`src/rtl/dct_pkg.sv`:
```
/*
  Constants and types shared by the DRAM connectivity test logic.
  Assumes a single 10 MHz reference clock; the test path itself is clockless.
*/
package dct_pkg;

  localparam int CLK_PERIOD_NS = 100;

  // Width option of the part, given by a strap.
  localparam logic [1:0] WIDTH_X4 = 2'h0;
  localparam logic [1:0] WIDTH_X8 = 2'h1;
  localparam logic [1:0] WIDTH_X16 = 2'h2;

  // Entry and settle times in ns.
  localparam int CLK_CKE_TEST_INPUT_DELAY_NS = 200;
  localparam int TEST_INPUT_ENABLE_DELAY_NS = 500;
  localparam int TEST_OUTPUT_SETTLE_TIME_NS = 300;

  // Least times round up to whole cycles.
  localparam int CLK_CKE_CYC_I = (CLK_CKE_TEST_INPUT_DELAY_NS + CLK_PERIOD_NS - 1) / CLK_PERIOD_NS;
  localparam int INPUT_EN_CYC_I = (TEST_INPUT_ENABLE_DELAY_NS + CLK_PERIOD_NS - 1) / CLK_PERIOD_NS;
  localparam int SETTLE_CYC_I = (TEST_OUTPUT_SETTLE_TIME_NS + CLK_PERIOD_NS - 1) / CLK_PERIOD_NS;
  localparam logic [7:0] CLK_CKE_CYC = 8'(CLK_CKE_CYC_I);
  localparam logic [7:0] INPUT_EN_CYC = 8'(INPUT_EN_CYC_I);
  localparam logic [7:0] SETTLE_CYC = 8'(SETTLE_CYC_I);

  localparam logic [7:0] CNT_RESET = 8'h00;
  localparam logic [7:0] CNT_MAX = 8'hFF;
  localparam logic [2:0] SYNC_RESET = 3'h0;

  typedef enum logic [1:0] {MODE_IDLE, MODE_ENTRY, MODE_ACTIVE} dct_state_type;

endpackage : dct_pkg

```
`src/rtl/dct_pins_if.sv`:
```
/*
  Bundle of connectivity test inputs and the minterms formed from them.
  Assumes the top module drives the inputs straight from its pins.
*/
`timescale 1ns/10ps
interface dct_pins_if;
  logic [13:0] addr;
  logic we_a14_n;
  logic cas_a15_n;
  logic ras_a16_n;
  logic [1:0] ba;
  logic [1:0] bg;
  logic act_n;
  logic cke;
  logic odt;
  logic ck_t;
  logic ck_c;
  logic par;
  logic alert_n;
  logic reset_n;
  logic test_enable_pin;
  logic dm_lower_n;
  logic dm_upper_n;
  logic [1:0] width_sel;
  logic [9:0] minterm;

  modport src (
    output addr, we_a14_n, cas_a15_n, ras_a16_n, ba, bg, act_n, cke, odt,
    output ck_t, ck_c, par, alert_n, reset_n, test_enable_pin,
    output dm_lower_n, dm_upper_n, width_sel,
    input minterm
  );
  modport calc (
    input addr, we_a14_n, cas_a15_n, ras_a16_n, ba, bg, act_n, cke, odt,
    input ck_t, ck_c, par, alert_n, reset_n, test_enable_pin,
    input dm_lower_n, dm_upper_n, width_sel,
    output minterm
  );
endinterface : dct_pins_if

```
`src/rtl/dct_top.sv`:
```
/*
  Connectivity test logic of a DRAM device: in test mode the command,
  address, clock and control pins are combined by fixed XOR terms onto the
  data and strobe pins, while clocked housekeeping tracks entry and exit.
  Assumes the reference clock runs while the device is powered and that
  the board agent keeps reset high and supplies stable before entry.
*/
// Summary of operation
// - Minterms 0 to 4 are fixed three-input XORs of address and control pins.
// - Minterms 5, 6, 8 and 9 are fixed XORs; minterm 9 uses reset AND enable.
// - Test outputs drive only while chip select is low, else high impedance.
// - x4: data bits 0 and 1 are XORs of minterm pairs 0/1 and 2/3.
// - x4: data bits 2 and 3 are XORs of minterm pairs 4/5 and 6/7.
// - x4: true strobe carries minterm 8, complementary strobe minterm 9.
// - x8: data bit n carries minterm n; strobes carry minterms 8 and 9.
// - x16: lower data bits carry minterms 0-7; lower strobes minterms 8 and 9.
// - x16: upper data bits and strobes are inversions of the lower ones.
// - Clock pair and CKE become test inputs within the clock input delay.
// - Other inputs become valid after the enable delay once chip select permits.
// - No array refresh, external or internal, happens during connectivity test.
// - After exit the array and states are unknown; full reset is required.
// - Outputs settle within the settle time while enabled and chip selected.
`timescale 1ns/10ps
module dct_top
  import dct_pkg::*;
(
  input wire logic ref_clk, // Reference clock, 10 MHz.
  input wire logic rst, // Synchronous reset, active high.
  input wire logic test_enable_pin, // Connectivity test enable, high active.
  input wire logic cs_n, // Chip select, low active.
  input wire logic [13:0] addr, // Address pins A0 to A13.
  input wire logic we_a14_n, // WE_n / A14.
  input wire logic cas_a15_n, // CAS_n / A15.
  input wire logic ras_a16_n, // RAS_n / A16.
  input wire logic [1:0] ba, // Bank address.
  input wire logic [1:0] bg, // Bank group.
  input wire logic act_n, // Activate, low active.
  input wire logic cke, // Clock enable.
  input wire logic odt, // On-die termination control.
  input wire logic ck_t, // True clock pin, a plain test input here.
  input wire logic ck_c, // Complementary clock pin, a plain test input here.
  input wire logic par, // Command parity.
  input wire logic alert_n, // Alert pin input side.
  input wire logic reset_n, // Device reset pin, low active.
  input wire logic dm_lower_n, // Lower data mask / inversion.
  input wire logic dm_upper_n, // Upper data mask / inversion.
  input wire logic [1:0] width_sel, // Part width strap.
  input wire logic refresh_req, // Auto or self refresh request from the core.
  output logic [15:0] dq_out, // Data pin output values.
  output logic [15:0] dq_oe, // Data pin output enables.
  output logic [3:0] dqs_out, // Strobes: lower t, lower c, upper t, upper c.
  output logic [3:0] dqs_oe, // Strobe output enables.
  output logic clk_inputs_valid, // Clock pair and CKE act as test inputs.
  output logic test_inputs_valid, // All test inputs valid.
  output logic outputs_settled, // Test outputs settled.
  output logic refresh_grant, // Refresh allowed to proceed.
  output logic vref_half_select, // Data reference forced to half supply.
  output logic reset_required // Mode was left; full reset needed.
);

  localparam int ENTRY_MAX = 12;

  dct_pins_if pins ();

  logic [2:0] te_sync;
  logic [2:0] cs_sync;
  logic te_stable;
  logic cs_low_stable;
  logic [2:0] next_te_sync;
  logic [2:0] next_cs_sync;
  logic next_te_stable;
  logic next_cs_low_stable;

  dct_state_type state;
  dct_state_type next_state;
  logic [7:0] cnt;
  logic [7:0] next_cnt;
  logic [7:0] settle_cnt;
  logic [7:0] next_settle_cnt;
  logic next_clk_inputs_valid;
  logic next_test_inputs_valid;
  logic next_outputs_settled;
  logic next_refresh_grant;
  logic next_vref_half_select;
  logic next_reset_required;
  logic drive;

  // The pin path bypasses all flip-flops so the part looks asynchronous to the tester.
  assign pins.addr = addr;
  assign pins.we_a14_n = we_a14_n;
  assign pins.cas_a15_n = cas_a15_n;
  assign pins.ras_a16_n = ras_a16_n;
  assign pins.ba = ba;
  assign pins.bg = bg;
  assign pins.act_n = act_n;
  assign pins.cke = cke;
  assign pins.odt = odt;
  assign pins.ck_t = ck_t;
  assign pins.ck_c = ck_c;
  assign pins.par = par;
  assign pins.alert_n = alert_n;
  assign pins.reset_n = reset_n;
  assign pins.test_enable_pin = test_enable_pin;
  assign pins.dm_lower_n = dm_lower_n;
  assign pins.dm_upper_n = dm_upper_n;
  assign pins.width_sel = width_sel;

  dct_minterm u_dct_minterm (
    .pins (pins)
  );

  // Enables come straight from the pins; a synchronised copy would lag by cycles.
  assign drive = test_enable_pin & ~cs_n;

  dct_outmap u_dct_outmap (
    .minterm (pins.minterm),
    .width_sel (width_sel),
    .drive (drive),
    .dq_value (dq_out),
    .dq_en (dq_oe),
    .dqs_value (dqs_out),
    .dqs_en (dqs_oe)
  );

  // Synchronisers: a level counts once the second and third stages agree.
  always_comb
  begin
    next_te_sync = {te_sync[1:0], test_enable_pin};
    next_cs_sync = {cs_sync[1:0], cs_n};
    next_te_stable = te_stable;
    next_cs_low_stable = cs_low_stable;
    if (te_sync[1] == te_sync[2])
      next_te_stable = te_sync[2];
    if (cs_sync[1] == cs_sync[2])
      next_cs_low_stable = ~cs_sync[2];
  end

  always_ff @(posedge ref_clk)
  begin
    if (rst)
    begin
      te_sync <= SYNC_RESET;
      cs_sync <= SYNC_RESET;
      te_stable <= 1'b0;
      cs_low_stable <= 1'b0;
    end
    else
    begin
      te_sync <= next_te_sync;
      cs_sync <= next_cs_sync;
      te_stable <= next_te_stable;
      cs_low_stable <= next_cs_low_stable;
    end
  end

  // Mode tracking, entry delays, refresh blocking and the exit flag.
  always_comb
  begin
    next_state = state;
    next_cnt = cnt;
    next_settle_cnt = settle_cnt;
    next_clk_inputs_valid = clk_inputs_valid;
    next_test_inputs_valid = test_inputs_valid;
    next_outputs_settled = outputs_settled;
    next_reset_required = reset_required;
    if (cnt != CNT_MAX)
      next_cnt = cnt + 8'h01;
    unique case (state)
      MODE_IDLE:
      begin
        next_clk_inputs_valid = 1'b0;
        next_test_inputs_valid = 1'b0;
        next_outputs_settled = 1'b0;
        next_cnt = CNT_RESET;
        next_settle_cnt = CNT_RESET;
        if (te_stable)
          next_state = MODE_ENTRY;
      end
      MODE_ENTRY:
      begin
        // Compared without adding one, so a saturated count cannot wrap and block entry.
        if (cnt >= CLK_CKE_CYC - 8'h01)
          next_clk_inputs_valid = 1'b1;
        // Sampling of the other inputs starts only once chip select permits it.
        if (cnt >= INPUT_EN_CYC - 8'h01 && cs_low_stable)
        begin
          next_state = MODE_ACTIVE;
          next_test_inputs_valid = 1'b1;
          next_settle_cnt = CNT_RESET;
        end
        if (!te_stable)
        begin
          next_state = MODE_IDLE;
          next_reset_required = 1'b1;
        end
      end
      MODE_ACTIVE:
      begin
        next_clk_inputs_valid = 1'b1;
        if (!cs_low_stable)
        begin
          next_settle_cnt = CNT_RESET;
          next_outputs_settled = 1'b0;
        end
        else if (settle_cnt + 8'h01 >= SETTLE_CYC)
        begin
          next_outputs_settled = 1'b1;
        end
        else
        begin
          next_settle_cnt = settle_cnt + 8'h01;
        end
        if (!te_stable)
        begin
          next_state = MODE_IDLE;
          next_reset_required = 1'b1;
        end
      end
    endcase
    // Refresh is held off from the first synchronised sight of test enable.
    next_refresh_grant = refresh_req & ~te_stable & (next_state == MODE_IDLE);
    next_vref_half_select = te_stable;
  end

  // Only a full reset clears the exit flag, since the array is then unknown.
  always_ff @(posedge ref_clk)
  begin
    if (rst)
    begin
      state <= MODE_IDLE;
      cnt <= CNT_RESET;
      settle_cnt <= CNT_RESET;
      clk_inputs_valid <= 1'b0;
      test_inputs_valid <= 1'b0;
      outputs_settled <= 1'b0;
      refresh_grant <= 1'b0;
      vref_half_select <= 1'b0;
      reset_required <= 1'b0;
    end
    else
    begin
      state <= next_state;
      cnt <= next_cnt;
      settle_cnt <= next_settle_cnt;
      clk_inputs_valid <= next_clk_inputs_valid;
      test_inputs_valid <= next_test_inputs_valid;
      outputs_settled <= next_outputs_settled;
      refresh_grant <= next_refresh_grant;
      vref_half_select <= next_vref_half_select;
      reset_required <= next_reset_required;
    end
  end

  property p_mt0_x8;
    @(posedge ref_clk) disable iff (rst)
    (width_sel == WIDTH_X8) |-> dq_out[0] == (addr[1] ^ addr[6] ^ par);
  endproperty
  a_mt0_x8: assert property (p_mt0_x8) else $error("x8 bit 0 wrong");

  property p_mt9_x8;
    @(posedge ref_clk) disable iff (rst)
    (width_sel == WIDTH_X8) |-> dqs_out[1] == (bg[0] ^ addr[3] ^ (reset_n & test_enable_pin));
  endproperty
  a_mt9_x8: assert property (p_mt9_x8) else $error("x8 strobe c wrong");

  property p_mt7_x16;
    @(posedge ref_clk) disable iff (rst)
    (width_sel == WIDTH_X16) |-> dq_out[7] == (dm_upper_n ^ dm_lower_n ^ ck_t);
  endproperty
  a_mt7_x16: assert property (p_mt7_x16) else $error("x16 bit 7 wrong");

  property p_cs_hiz;
    @(posedge ref_clk) disable iff (rst)
    (cs_n || !test_enable_pin) |-> (dq_oe == 16'h0000 && dqs_oe == 4'h0);
  endproperty
  a_cs_hiz: assert property (p_cs_hiz) else $error("outputs driven while deselected");

  property p_x4_dq;
    @(posedge ref_clk) disable iff (rst)
    (width_sel == WIDTH_X4) |-> (dq_out[0] == (^{addr[1], addr[6], par, addr[8], alert_n, addr[9]})
      && dq_oe == (drive ? 16'h000F : 16'h0000));
  endproperty
  a_x4_dq: assert property (p_x4_dq) else $error("x4 data bit 0 wrong");

  property p_x4_dq3;
    @(posedge ref_clk) disable iff (rst)
    (width_sel == WIDTH_X4) |-> dq_out[3] == (act_n ^ addr[4] ^ ba[1] ^ bg[1] ^ ck_t);
  endproperty
  a_x4_dq3: assert property (p_x4_dq3) else $error("x4 data bit 3 wrong");

  property p_x4_dqs;
    @(posedge ref_clk) disable iff (rst)
    (width_sel == WIDTH_X4) |-> dqs_out[0] == (we_a14_n ^ addr[12] ^ ba[0]);
  endproperty
  a_x4_dqs: assert property (p_x4_dqs) else $error("x4 true strobe wrong");

  property p_x16_upper;
    @(posedge ref_clk) disable iff (rst)
    (width_sel == WIDTH_X16 && drive) |->
      (dq_out[15:8] == ~dq_out[7:0] && dqs_out[3:2] == ~dqs_out[1:0] && dqs_oe == 4'hF);
  endproperty
  a_x16_upper: assert property (p_x16_upper) else $error("x16 upper half wrong");

  property p_clk_entry;
    @(posedge ref_clk) disable iff (rst)
    $rose(te_stable) ##1 te_stable [*4] |-> ##[0:ENTRY_MAX] clk_inputs_valid;
  endproperty
  a_clk_entry: assert property (p_clk_entry) else $error("clock inputs not valid in time");

  property p_inputs_entry;
    @(posedge ref_clk) disable iff (rst)
    (state == MODE_ENTRY && te_stable && cs_low_stable && cnt >= INPUT_EN_CYC - 8'h01) |=>
      (state == MODE_ACTIVE && test_inputs_valid);
  endproperty
  a_inputs_entry: assert property (p_inputs_entry) else $error("test inputs never valid");

  property p_no_refresh;
    @(posedge ref_clk) disable iff (rst)
    te_stable |=> !refresh_grant;
  endproperty
  a_no_refresh: assert property (p_no_refresh) else $error("refresh granted in test mode");

  property p_exit_flag;
    @(posedge ref_clk) disable iff (rst)
    (state != MODE_IDLE && !te_stable) |=> (reset_required && state == MODE_IDLE);
  endproperty
  a_exit_flag: assert property (p_exit_flag) else $error("exit did not flag reset");

endmodule : dct_top

```
`src/rtl/dct_minterm.sv`:
```
/*
  Forms the ten connectivity test minterms from the test input pins.
  Assumes the inputs come straight from pins; nothing here is clocked.
*/
`timescale 1ns/10ps
module dct_minterm
  import dct_pkg::*;
(
  dct_pins_if.calc pins // Test inputs in, minterms out.
);

  logic term7;

  // The spare strap code behaves as the widest part, matching the output mapping.
  always_comb
  begin
    unique case (pins.width_sel)
      WIDTH_X4: term7 = pins.bg[1] ^ pins.ck_t;
      WIDTH_X8: term7 = pins.bg[1] ^ pins.dm_lower_n ^ pins.ck_t;
      default: term7 = pins.dm_upper_n ^ pins.dm_lower_n ^ pins.ck_t;
    endcase
  end

  assign pins.minterm[0] = pins.addr[1] ^ pins.addr[6] ^ pins.par;
  assign pins.minterm[1] = pins.addr[8] ^ pins.alert_n ^ pins.addr[9];
  assign pins.minterm[2] = pins.addr[2] ^ pins.addr[5] ^ pins.addr[13];
  assign pins.minterm[3] = pins.addr[0] ^ pins.addr[7] ^ pins.addr[11];
  assign pins.minterm[4] = pins.ck_c ^ pins.odt ^ pins.cas_a15_n;
  assign pins.minterm[5] = pins.cke ^ pins.ras_a16_n ^ pins.addr[10];
  assign pins.minterm[6] = pins.act_n ^ pins.addr[4] ^ pins.ba[1];
  assign pins.minterm[7] = term7;
  assign pins.minterm[8] = pins.we_a14_n ^ pins.addr[12] ^ pins.ba[0];
  assign pins.minterm[9] = pins.bg[0] ^ pins.addr[3]
                         ^ (pins.reset_n & pins.test_enable_pin);

endmodule : dct_minterm

```
`src/rtl/dct_outmap.sv`:
```
/*
  Maps the minterms onto data and strobe outputs for the x4, x8 or x16 part.
  Assumes enables are qualified by the caller with test enable and chip select.
*/
`timescale 1ns/10ps
module dct_outmap
  import dct_pkg::*;
(
  input wire logic [9:0] minterm, // Minterms from the test inputs.
  input wire logic [1:0] width_sel, // Part width strap.
  input wire logic drive, // Test mode active and chip selected.
  output logic [15:0] dq_value, // Data pin values.
  output logic [15:0] dq_en, // Data pin enables.
  output logic [3:0] dqs_value, // Strobes: lower t, lower c, upper t, upper c.
  output logic [3:0] dqs_en // Strobe enables.
);

  logic [7:0] low;

  always_comb
  begin
    low = minterm[7:0];
    dq_value = {~low, low};
    dqs_value = {~minterm[9], ~minterm[8], minterm[9], minterm[8]};
    dq_en = 16'h0000;
    dqs_en = 4'h0;
    unique case (width_sel)
      WIDTH_X4:
      begin
        dq_value[3:0] = {minterm[6] ^ minterm[7], minterm[4] ^ minterm[5],
                         minterm[2] ^ minterm[3], minterm[0] ^ minterm[1]};
        dq_en = drive ? 16'h000F : 16'h0000;
        dqs_en = drive ? 4'h3 : 4'h0;
      end
      WIDTH_X8:
      begin
        dq_en = drive ? 16'h00FF : 16'h0000;
        dqs_en = drive ? 4'h3 : 4'h0;
      end
      default:
      begin
        dq_en = drive ? 16'hFFFF : 16'h0000;
        dqs_en = drive ? 4'hF : 4'h0;
      end
    endcase
  end

endmodule : dct_outmap

```
`config.mk`:
```
export PLATFORM = sky130hd
export DESIGN_NAME = dct_top
export DESIGN_NICKNAME = d
export VERILOG_FILES = /design/src/rtl/dct_pkg.sv /design/src/rtl/dct_pins_if.sv /design/src/rtl/dct_top.sv /design/src/rtl/dct_minterm.sv /design/src/rtl/dct_outmap.sv
export SDC_FILE = /design/constraint.sdc
export NUM_CORES = 1
export LEC_CHECK = 0
export BUFFER_PORTS_ARGS = -buffer_cell sky130_fd_sc_hd__buf_4
export CORE_MARGIN = 10
export CORE_UTILIZATION = 40
export CTS_BUF_LIST = sky130_fd_sc_hd__clkbuf_2
export DETAILED_ROUTE_END_ITERATION = 10
export PLACE_DENSITY = 0.68
export SETUP_SLACK_MARGIN = 0.02
export SLEW_MARGIN = 30
export SYNTH_ARGS = -nofsm -noshare
export SYNTH_HDL_FRONTEND = slang
export SYNTH_SLANG_ARGS = --single-unit
```
`constraint.sdc`:
```
create_clock -name ref_clk -period 2.1 [get_ports ref_clk]
set_input_delay 0.42 -clock ref_clk [delete_from_list [all_inputs] [get_ports ref_clk]]
set_output_delay 0.42 -clock ref_clk [all_outputs]
set_load 0.005 [all_outputs]
```
==> results of run 1 <==
placed cells by master (no fill, tap or decap), types with 5 or more instances in the layout:
cell type,n
sky130_fd_sc_hd__a21oi_1,12
sky130_fd_sc_hd__xnor2_1,16
sky130_fd_sc_hd__xor2_1,14
sky130_fd_sc_hd__nand2_1,16
sky130_fd_sc_hd__nor3_1,8
sky130_fd_sc_hd__o21ai_0,5
sky130_fd_sc_hd__nor2_1,21
sky130_fd_sc_hd__inv_1,13
sky130_fd_sc_hd__clkbuf_2,5
sky130_fd_sc_hd__ha_1,9
sky130_fd_sc_hd__dfxtp_1,30
sky130_fd_sc_hd__nor2b_1,8
sky130_fd_sc_hd__and2_1,7
sky130_fd_sc_hd__buf_4,85
registers in the layout (all words and copies together) (netlist names):
signal	flops
settle_cnt	8
outputs_settled	1
state	2
cnt	8
test_inputs_valid	1
refresh_grant	1
cs_sync	3
cs_low_stable	1
clk_inputs_valid	1
reset_required	1
vref_half_select	1
te_sync	3
next_vref_half_select	1
cells in the mapped netlist, types with 2 or more instances:
master / instances / area share, %
sky130_fd_sc_hd__nor2b_1: 8 / 2.6
sky130_fd_sc_hd__nor2_1: 21 / 4.1
sky130_fd_sc_hd__o21ai_0: 5 / 1.3
sky130_fd_sc_hd__nor4_1: 2 / 0.65
sky130_fd_sc_hd__nand2_1: 16 / 3.1
sky130_fd_sc_hd__a31oi_1: 4 / 1.3
sky130_fd_sc_hd__and3_1: 4 / 1.3
sky130_fd_sc_hd__dfxtp_1: 32 / 34
sky130_fd_sc_hd__a311oi_1: 2 / 0.92
sky130_fd_sc_hd__and2_1: 7 / 2.3
sky130_fd_sc_hd__ha_1: 9 / 5.9
sky130_fd_sc_hd__nor3_1: 8 / 2.1
sky130_fd_sc_hd__mux2i_1: 3 / 1.6
sky130_fd_sc_hd__nand4_1: 4 / 1.3
sky130_fd_sc_hd__nor3b_1: 2 / 0.79
sky130_fd_sc_hd__xor2_1: 14 / 6.4
sky130_fd_sc_hd__inv_1: 13 / 2.6
sky130_fd_sc_hd__clkbuf_1: 3 / 0.59
sky130_fd_sc_hd__nand3_1: 4 / 1.0
sky130_fd_sc_hd__a21oi_1: 12 / 3.1
sky130_fd_sc_hd__buf_4: 19 / 7.5
sky130_fd_sc_hd__xnor2_1: 16 / 7.3
path summary, 6_finish.rpt:
check,start,to,cells past startpoint
max,act_n,dq_out[3],6
min,cs_n,cs_sync[0]$_SDFF_PP0_,2
max reg2reg,settle_cnt[1]$_SDFFE_PP0P_,settle_cnt[0]$_SDFFE_PP0P_,6
min reg2reg,te_sync[0]$_SDFF_PP0_,te_sync[1]$_SDFF_PP0_,1
what timing repair did:
item | CTS | global route
hold buffers | 0 | 0
hold endpoints to repair | 0 | 0
gates resized for setup | 0 | 2
setup endpoints to repair | 0 | 1
logic make-up after synthesis:
family,after synthesis,synth area share [%]
multiplexers,3,1.57
AO/OA/AOI/OAI,32,11.9
flip-flops,32,33.5
AND/OR/NAND/NOR,80,21.0
buffers and inverters,36,11.2
XOR/XNOR,31,14.9
adder cells (fa/ha/maj),9,5.89
power by group through the flow:
stage,Sequential [mW],Clock [mW],Combinational [mW]
2_1_floorplan,0.631,0,0.150
3_3_place_gp,0.632,0,0.337
3_5_place_dp,0.633,0,0.339
4_1_cts,0.619,0.270,0.340
5_1_grt,0.621,0.295,0.368
6_report,0.619,0.258,0.332
layout make-up:
| class | count | area, um2 | area share (%) |
|---|---|---|---|
| clock inverter | 2 | 7.51 | 0.302 |
| clock buffer | 5 | 25.0 | 1.01 |
| inverter | 13 | 48.8 | 1.96 |
| tap | 54 | 67.6 | 2.72 |
| sequential | 32 | 643 | 25.9 |
| multi-input combinational | 155 | 1060 | 42.5 |
| timing repair buffer | 85 | 638 | 25.7 |
critical path: cells and delay by family:
kind / cells / cell delay, ns
xor gates and xnor gates: 3 / 0.73
buffers and inverters: 2 / 0.24
muxes: 1 / 0.14
metal layers:
layer	share of wire (%)	vias up	routed length (um)	GRT usage [%]
met2	45	69	2110	19.5
li1	-	865	-	-
met5	0	-	0	0
met3	14	5	680	8.84
met1	40	765	1880	11.8
met4	1.2	0	57	4.34
==> results by stage, run 1 <==
Yosys:
- The net count after synthesis is 270.
- The number of flops mapped to enable cells by yosys is 0.
- In this run the cell area of the synthesized design comes to 1910 um2.
- The post-synthesis cell count is 223.
- Summing the sequential cell areas from Yosys gives 33.5% of the chip area.
- The total of flip-flops plus latches after synthesis is 32.
- The distinct cell type count after synthesis is 37.
- The total number of yosys warnings is 0.
- The post-synthesis average cell area is 8.57 um2.
- The share of flip-flops with an asynchronous set or reset after synthesis is 0%.
- The most frequently used flop master after synthesis is sky130_fd_sc_hd__dfxtp_1.

Critical path:
- The worst endpoint required time is 1.68 ns.
- Walking the worst path, the cells encountered are buf_4, xor2_1, xnor2_1, xnor3_1, mux2i_1, buf_4.
- The worst setup path is launched from an input pin.
- Setup slack on the worst reg-to-reg path comes out at 0.26 ns.
- STA classifies the critical path endpoint as an output pin.
- The worst setup path is of the input pin to output pin kind.
- The largest stage delay on the critical path is 0.34 ns.
- STA puts the critical path data arrival time at 1.53 ns.
- For this design, the slowest cell found on the critical path is sky130_fd_sc_hd__xnor3_1.
- By instance count, the cell type seen most on the critical path is sky130_fd_sc_hd__buf_4.
- The top fanout value on the critical path is 2.

STA:
- The final-report hold violation count is 0.
- The achievable frequency is 514 MHz.
- The max-slew violation total from the final report was 0.
- In this run the tightest slew margin relative to its limit is 73.3%.
- Clock skew on the completed layout was measured at 0.0164 ns.
- The setup-violating endpoint count in the final report is 0.
- Setup slack on the critical path of the routed design comes to 0.155 ns.
- The final critical-path share of the clock period is 92.6%.
- The setup TNS after final layout is 0 ns.
- The final hold slack is 0.297 ns.
- The smallest clock period supported by the final layout is computed as 1.95 ns.
- At the pin with the least slew margin, the transition time is 0.400 ns.
- Setup repair after global routing left no endpoint under its margin.

Pwr:
- The share of total power in the clock network is 21.3%.
- The highest ir drop seen on vdd is 229 uV.
- The part of the total power dissipated in sequential elements is 51.2%.
- The fraction of power spent switching nets is 26.9%.
- The analysis attributes to net switching a power of 0.325 mW.
- The cell-internal power is 0.884 mW.
- The combinational share of power is 27.4%.
- The post-route total power is 1.21 mW.
- For this design the ratio of total power to cell area is 486 nW/um2.
- For this design the static power due to leakage is 1.10 nW.

Clock network:
- The sink count of the clock tree is 32.
- The library cell used as clock root buffer is sky130_fd_sc_hd__clkbuf_2.
- The clock tree from TritonCTS is built.
- The maximum buffer depth of the clock tree is 2.
- After clock tree synthesis, the clock-pin slew on the worst setup and hold paths is 0.14 ns.
- The number of buffers inserted by post-CTS setup repair is 0.
- The number of clock buffers added by TritonCTS is 5.
- Clock latency on the worst-skew pair, taken at its later pin, is 0.35 ns.
- The total number of H-tree levels is 2.

Placement:
- The worst slack after detailed placement is 0.145 ns.
- The number of instances in the placed design is 339.
- The instance area after placement is 2450 um2.
- Port buffering added 83 buffers.
- The routability-driven placement congestion ratio is 0.825.
- Summed over all nets, the half-perimeter wirelength after detailed placement is 4060 um.

Floorplanning:
- Once the floorplan was initialized, standard cells occupied 41.0% of the core.
- The area of the core region is 4660 um2.
- The floorplan die area is 7940 um2.
- The number of cell rows is 25.
- The width of the chip is 89.1 um.
- The overall die height is 89.1 um.
- 84 I/O pins were placed.

Global routing:
- The number of antenna violations at the first check in global routing is 0.
- Global routing used 12.1% of the available tracks.
- The global-route wire length before repair is 7670 um.
- The via count of the first global-routing pass came to 1791.
- Entering global routing, the biggest net connects 21 pins.
- After global routing the overflow that remains totals 0.

Layout:
- The number of antenna diodes in the final layout is 0.
- The number of filler cells placed in the layout is 439.
- After the last flow step, the layout net total stands at 339.
- The area growth from synthesis to layout is 30.1%.
- The fraction of final layout cells sized beyond drive strength 1 is 33.9%.
- The final design utilization is 53.3%.
- The count of cells in the finished layout, fillers not included, comes to 346.
- Once layout is done, the placed cells without fillers occupy 2490 um2.

Routing:
- In the routed layout, each cell is associated on average with a via count of 4.92.
- In this run the remaining antenna-violating nets after routing total 0.
- The DRC violation total after the first TritonRoute iteration is 70.
- In the routed design, unresolved DRC markers number 0.
- Summing over every cut layer, the via total after detailed routing is 1704.
- The pre-antenna-repair detailed-routing pass consisted of 4 iterations.
- After detailed routing, the total wire length is 4740 um.
- The routed wire length per instance is 13.7 um.

Outcome:
- The flow ran to the end, and the final reports show no timing, DRC or antenna violations.

Min path:
- The classification of the worst-slack hold path is input pin to flip-flop.

Flow run:
- The reported max-cap violation count is 0.
Note: power is estimated with default switching activity, not from simulation.
==> run 2: changes to the inputs <==
--- a/config.mk
+++ b/config.mk
@@ -11,7 +11,7 @@
 export CTS_BUF_LIST = sky130_fd_sc_hd__clkbuf_2
 export DETAILED_ROUTE_END_ITERATION = 10
 export PLACE_DENSITY = 0.68
-export SETUP_SLACK_MARGIN = 0.02
+export SETUP_SLACK_MARGIN = 0.3
 export SLEW_MARGIN = 30
 export SYNTH_ARGS = -nofsm -noshare
 export SYNTH_HDL_FRONTEND = slang
==> run 2 against run 1 <==
Wire length rose by 8.0%. Flip-flop and latch count is the same. Worst hold slack better by 0.013 ns. Maximum frequency grew 2.6%. Via count increased by 3.1%. Non-clock buffer count rose by 10. Clock skew down 0.0020 ns. Count of clock-buffer cells in the layout unchanged. Highest routed layer unchanged.
==> results by stage, run 2 (synthesis gave the netlist of run 1 again) <==
STA:
- The worst-case headroom to the max-slew limit came to 72.2% (-1.1 points).
- The setup TNS after final layout came to 0 ns (unchanged).
- The final critical-path share of the clock period is 90.2% (-2.4 points).
- The clock period minus final worst setup slack is 1.90 ns (-0.0501 ns).
- The setup-violating endpoint count in the final report was 0 (unchanged).
- The achievable frequency is 528 MHz (+2.6%).
- The final-report hold violation count is 0 (unchanged).
- The slew at the pin closest to its max-slew limit came to 0.415 ns (+0.0158 ns).
- Setup repair after global routing could not meet its margin everywhere.
- The max-slew violation total from the final report was 0 (unchanged).
- The worst setup skew after layout was 0.0144 ns (-0.00202 ns).

Floorplanning:
- The overall die height was 89.1 um (unchanged).
- The width of the chip came to 89.1 um (unchanged).
- The floorplan die area is 7940 um2 (unchanged).
- The number of cell rows is 25 (unchanged).
- The number of I/O pins came to 84 (unchanged).
- The initial core utilization was 41.0% (unchanged).
- The area of the core region is 4660 um2 (unchanged).

Outcome:
- The flow ran to the end, and the final reports show no timing, DRC or antenna violations.

Critical path:
- The worst endpoint required time is 1.68 ns (about the same).
- The kind of critical path is input pin to output pin.
- The worst flop-to-flop path startpoint is settle_cnt[0]$_SDFFE_PP0P_.
- The kind of end point of the critical path is an output pin.
- The most critical setup path has its startpoint at ba[1].
- The data arrival at the endpoint of the critical path is 1.48 ns (-0.05 ns).
- STA classifies the critical path startpoint as an input pin.
- The top fanout value on the critical path came to 2 (unchanged).

Layout:
- The fraction of final layout cells sized beyond drive strength 1 is 43.0% (+9.1 points).
- The library cell used most frequently in the layout, excluding fill and tap cells, is sky130_fd_sc_hd__buf_4.
- In the layout the commonest cells are 87 x sky130_fd_sc_hd__buf_4, 28 x sky130_fd_sc_hd__dfxtp_1, 21 x sky130_fd_sc_hd__nor2_1, 15 x sky130_fd_sc_hd__nand2_1, 12 x sky130_fd_sc_hd__inv_1.
- From synthesis to final layout, the design area changed by 42.7%.
- The antenna diode instance count was 0 (unchanged).
- The largest registers in the layout are cnt: 8 flops, settle_cnt: 8 flops.
- The count of nets after finishing is 349 (+2.9%).
- The area occupied by multi-input gates is 1180 um2 (+12%).
- The number of filler cells placed in the layout is 397 (-9.6%).
- The flip-flop and latch area is 651 um2 (+1.2%).

Global routing:
- The remaining global-route overflow is 0 (unchanged).
- The global-route wire length before repair is 7980 um (+4.0%).
- The total global routing track utilization is 12.6% (+0.48 points).
- The pin count of the biggest net entering global routing is 21 (unchanged).
- The via count of the first global-routing pass is 1832 (+2.3%).
- The number of antenna violations at the first check in global routing was 0 (unchanged).

Pwr:
- The highest ir drop seen on vdd is 259 uV (+13%).
- The cell leakage power is 1.20 nW (+8.5%).
- The post-route total power is 1.28 mW (+5.8%).
- The power density normalized to cell area is 469 nW/um2 (-3.5%).

Clock network:
- The total number of H-tree levels is 2 (unchanged).
- The number of buffers added by the clock tree synthesis step is 5 (unchanged).
- The maximum buffer depth of the clock tree is 2 (unchanged).
- The clock tree from TritonCTS is built.
- The hold buffer count at CTS came to 0 (unchanged).
- The library cell used as clock root buffer is sky130_fd_sc_hd__clkbuf_2.
- The post-CTS clock slew at the launch and capture registers of the worst setup and hold paths was 0.14 ns (about the same).
- The sink count of the clock tree is 32 (unchanged).
- The insertion delay of the later-clocked pin in the worst-skew pair is 0.34 ns (about the same).

Placement:
- The detailed-placement wirelength estimate is 4060 um (unchanged).
- The number of buffers inserted by port buffering is 83 (unchanged).
- The routability-driven placement congestion ratio is 0.825 (unchanged).

Routing:
- The routed via count divided by cell count is 4.93 (+0.16%).
- The number of detailed-routing iterations run before antenna repair is 4 (unchanged).
- The number of remaining DRC errors is 0 (unchanged).
- The remaining antenna violation count came to 0 (unchanged).
- The routed wire length per instance is 14.4 um (+5.0%).
- The total detailed-routing wirelength is 5120 um (+8.0%).
- The DRC violation total after the first TritonRoute iteration is 72 (+2.9%).
- The total vias in the final route was 1756 (+3.1%).

Flow run:
- The reported max-cap violation count is 0 (unchanged).

Min path:
- The startpoint identified for the worst hold timing path is cs_n.
- The classification of the worst-slack hold path is input pin to flip-flop.
run 2: worst paths after layout:
check	end	slack (ns)	depth (start not counted)
worst max-delay path	dq_out[3]	0.20	6
worst min-delay path	cs_sync[0]$_SDFF_PP0_	0.31	2
worst max register to register	settle_cnt[4]$_SDFFE_PP0P_	0.39	6
worst min register to register	te_sync[1]$_SDFF_PP0_	0.46	1
run 2: report_power, final:
group	switching (mW)	internal (mW)	leakage [nW]
Combinational	0.158	0.247	0.909
Clock	0.189	0.0688	0.0239
Sequential	0.00489	0.612	0.262
Total	0.351	0.928	1.20
run 2: repair_timing:
| item | 4_1_cts | 5_1_grt |
|---|---|---|
| pin swaps | 7 | 13 |
| endpoints found under the setup margin | 11 | 16 |
| buffers inserted | 5 | 5 |
| resized for setup | 13 | 24 |
run 2: final cells by class:
type                       count  area share (%)
clock buffer                   5           0.918
tap                           54            2.48
timing repair buffer          95            27.3
clock inverter                 2           0.275
multi-input combinational    155            43.4
inverter                      13            1.79
sequential                    32            23.9
run 2: metal layers:
layer	share of wire [%]	vias to the layer above	wire length, um	global-route usage (%)
met5	0	-	0	0
met4	1.2	0	61	4.62
met3	14	7	704	9.02
met2	46	73	2380	20.2
met1	39	797	1980	12.4
li1	-	879	-	-
run 2: metrics by stage:
| stage | cells | hold slack, ns | util [%] | setup slack, ns | instance area (um2) |
|---|---|---|---|---|---|
| after floorplan | 223 | 0.414 | - | 0.307 | 1910 |
| final | 356 | 0.311 | 58.5 | 0.205 | 2730 |
| after detailed placement | 339 | 0.437 | 52.6 | 0.145 | 2450 |
| after global routing | 356 | 0.282 | 58.5 | 0.116 | 2730 |
| after CTS | 351 | 0.279 | 55.4 | 0.159 | 2580 |
| after global placement | 339 | 0.421 | 52.6 | 0.150 | 2450 |
run 2: worst max-delay path, stage by stage:
cell	delay (ns)
sky130_fd_sc_hd__buf_6	0.10
sky130_fd_sc_hd__xor2_2	0.18
sky130_fd_sc_hd__xnor2_2	0.18
sky130_fd_sc_hd__xnor3_1	0.33
sky130_fd_sc_hd__mux2i_1	0.14
sky130_fd_sc_hd__buf_4	0.13
==> run 3: changes to the inputs <==
--- a/config.mk
+++ b/config.mk
@@ -6,11 +6,12 @@
 export NUM_CORES = 1
 export LEC_CHECK = 0
 export BUFFER_PORTS_ARGS = -buffer_cell sky130_fd_sc_hd__buf_4
+export CAP_MARGIN = 40
 export CORE_MARGIN = 10
-export CORE_UTILIZATION = 40
+export CORE_UTILIZATION = 28
 export CTS_BUF_LIST = sky130_fd_sc_hd__clkbuf_2
 export DETAILED_ROUTE_END_ITERATION = 10
-export PLACE_DENSITY = 0.68
+export PLACE_DENSITY = 0.51
 export SETUP_SLACK_MARGIN = 0.3
 export SLEW_MARGIN = 30
 export SYNTH_ARGS = -nofsm -noshare
==> constraint.sdc (replaced) <==
create_clock -name ref_clk -period 1.9 [get_ports ref_clk]
set_input_delay 0.38 -clock ref_clk [delete_from_list [all_inputs] [get_ports ref_clk]]
set_output_delay 0.38 -clock ref_clk [all_outputs]
set_load 0.005 [all_outputs]
==> run 3 against run 2 <==
Register-to-register slack worse by 0.24 ns. Combinational power grew 21%. Final area grew 6.8%. Sequential power rose by 10%. Critical endpoint unchanged. Flip-flop and latch count unchanged. Non-clock buffer count up 7. Worst hold slack lost 0.058 ns. Via count decreased by 0.46%. Clock skew decreased by 0.0042 ns. First-iteration DRC count fell by 43%. Worst setup slack got worse by 0.10 ns. Largest power group unchanged.
==> results by stage, run 3 (synthesis gave the netlist of run 1 again) <==
Routing:
- The routed via count divided by cell count is 4.48 (-9.1%).
- The remaining antenna violation count came to 0 (unchanged).
- The number of remaining DRC errors was 0 (unchanged).
- The number of detailed-routing iterations run before antenna repair is 4 (unchanged).
- The routed wire length per instance is 13.4 um (-6.5%).
- The total vias in the final route is 1748 (-0.46%).
- The DRC violation total after the first TritonRoute iteration is 41 (-43%).
- The total detailed-routing wirelength is 5250 um (+2.5%).

Critical path:
- The kind of end point of the critical path is an output pin.
- The worst endpoint required time came to 1.52 ns (-0.16 ns).
- The data arrival at the endpoint of the critical path came to 1.42 ns (-0.06 ns).
- The top fanout value on the critical path was 2 (unchanged).
- The kind of critical path is input pin to output pin.
- STA classifies the critical path startpoint as an input pin.

Layout:
- Relative to the synthesized area, the layout overhead comes to 52.4%.
- In the final layout, the registers with the most flip-flops are cnt: 8 flops, settle_cnt: 8 flops.
- The top cell types in the final layout, fill and taps aside, are 89 x sky130_fd_sc_hd__buf_4, 25 x sky130_fd_sc_hd__dfxtp_1, 20 x sky130_fd_sc_hd__nor2_1, 15 x sky130_fd_sc_hd__nand2_1, 12 x sky130_fd_sc_hd__buf_6.
- The library cell used most frequently in the layout, excluding fill and tap cells, is sky130_fd_sc_hd__buf_4.
- The count of nets after finishing was 356 (+2.0%).
- The final instance count without filler cells is 390 (+9.6%).
- The number of filler cells placed in the layout is 642 (+62%).
- The fraction of final layout cells sized beyond drive strength 1 is 49.8% (+6.8 points).

Pwr:
- The post-route total power is 1.46 mW (+14%).
- The highest ir drop seen on vdd is 211 uV (-18%).
- The power density normalized to cell area was 501 nW/um2 (+6.8%).
- The cell leakage power is 1.28 nW (+6.9%).

STA:
- The slew at the pin closest to its max-slew limit is 0.294 ns (-0.122 ns).
- The setup-violating endpoint count in the final report is 0 (unchanged).
- The max-slew violation total from the final report is 0 (unchanged).
- The clock period minus final worst setup slack is 1.80 ns.
- The worst setup skew after layout is 0.0101 ns (-0.00424 ns).
- The final-report hold violation count is 0 (unchanged).
- The setup TNS after final layout is 0 ns (unchanged).
- Setup repair after global routing could not meet its margin everywhere.
- The worst-case headroom to the max-slew limit is 80.3% (+8.1 points).
- The achievable frequency is 556 MHz.
- Of the available clock period, the critical path in the final layout requires 94.6%.

Floorplanning:
- The overall die height is 103 um (+15%).
- The width of the chip was 103 um (+15%).
- The initial core utilization is 28.4% (-13 points).
- The number of cell rows is 30 (+20%).
- The number of I/O pins came to 84 (unchanged).
- The floorplan die area is 10500 um2 (+33%).
- The area of the core region came to 6720 um2 (+44%).

Clock network:
- The library cell used as clock root buffer is sky130_fd_sc_hd__clkbuf_2.
- The insertion delay of the later-clocked pin in the worst-skew pair is 0.36 ns (+0.02 ns).
- The total number of H-tree levels is 2 (unchanged).
- The maximum buffer depth of the clock tree is 2 (unchanged).
- The sink count of the clock tree is 32 (unchanged).
- The clock tree from TritonCTS is built.
- The post-CTS clock slew at the launch and capture registers of the worst setup and hold paths is 0.14 ns (about the same).
- The number of buffers added by the clock tree synthesis step is 5 (unchanged).

Outcome:
- The run finished with clean final reports.

Min path:
- The classification of the worst-slack hold path is input pin to flip-flop.

Global routing:
- The remaining global-route overflow is 0 (unchanged).
- The total global routing track utilization is 9.98% (-2.6 points).
- The pin count of the biggest net entering global routing is 21 (unchanged).
- The number of antenna violations at the first check in global routing was 1 (+1).
- The global-route wire length before repair is 8320 um (+4.3%).
- The via count of the first global-routing pass is 1887 (+3.0%).

Placement:
- The number of instances in the placed design was 370 (+9.1%).
- The detailed-placement wirelength estimate is 4040 um (-0.56%).
- The routability-driven placement congestion ratio came to 0.790 (-4.3%).
- The number of buffers inserted by port buffering was 83 (unchanged).

Flow run:
- The reported max-cap violation count is 0 (unchanged).
-- run 3: cell types whose count changed in the layout (fill, tap and decap cells not counted), sizes merged --
cell and delta:
diode +1, buf +7
-- run 3: power breakdown --
group / internal, mW / switching [mW]
clock network: 0.0758 / 0.216
logic: 0.302 / 0.185
registers: 0.676 / 0.00300
total: 1.05 / 0.405
-- run 3: worst paths after layout --
check / slack [ns] / to / cells after the start / from
worst max-delay path: 0.10 / dq_out[3] / 6 / act_n
worst min-delay path: 0.25 / te_sync[0]$_SDFF_PP0_ / 2 / test_enable_pin
worst max register to register: 0.15 / settle_cnt[4]$_SDFFE_PP0P_ / 5 / settle_cnt[2]$_SDFFE_PP0P_
worst min register to register: 0.45 / te_sync[1]$_SDFF_PP0_ / 1 / te_sync[0]$_SDFF_PP0_
-- run 3: critical path: stages --
cell and delay (ns):
sky130_fd_sc_hd__buf_6 0.10, sky130_fd_sc_hd__xor2_2 0.18, sky130_fd_sc_hd__xnor2_2 0.17, sky130_fd_sc_hd__xnor3_1 0.32
sky130_fd_sc_hd__mux2i_1 0.14, sky130_fd_sc_hd__buf_4 0.13
-- run 3: final cells by class --
class                      instances  area (um2)  share of cell area [%]
tap                               80         100                    3.44
antenna                            1        2.50                  0.0859
inverter                          13        48.8                    1.68
clock buffer                       5        25.0                   0.859
clock inverter                     2        7.51                   0.258
multi-input combinational        155        1250                    43.1
timing repair buffer             102         818                    28.1
sequential                        32         654                    22.5
-- run 3: layer usage --
layer	wire length, um	vias to the layer above	track usage [%]
met5	0	-	0
met3	736	8	7.77
met4	105	0	4.56
met1	1970	773	9.61
li1	-	893	-
met2	2440	74	15.5
-- run 3: through the flow --
step | util, % | cell area, um2 | setup WS, ns | hold WS, ns
6_report | 43.3 | 2910 | 0.102 | 0.252
5_1_grt | 43.3 | 2910 | 0.0580 | 0.212
4_1_cts | 40.7 | 2730 | 0.0975 | 0.217
3_5_place_dp | 38.1 | 2560 | 0.0358 | 0.426
3_3_place_gp | 38.1 | 2560 | 0.0456 | 0.423
2_1_floorplan | - | 1950 | 0.319 | 0.414
-- run 3: timing repair --
action,4_1_cts,5_1_grt
hold buffers,0,0
pin swaps,13,12
buffers inserted,10,2
gates resized for setup,16,38
endpoints found under the setup margin,29,36
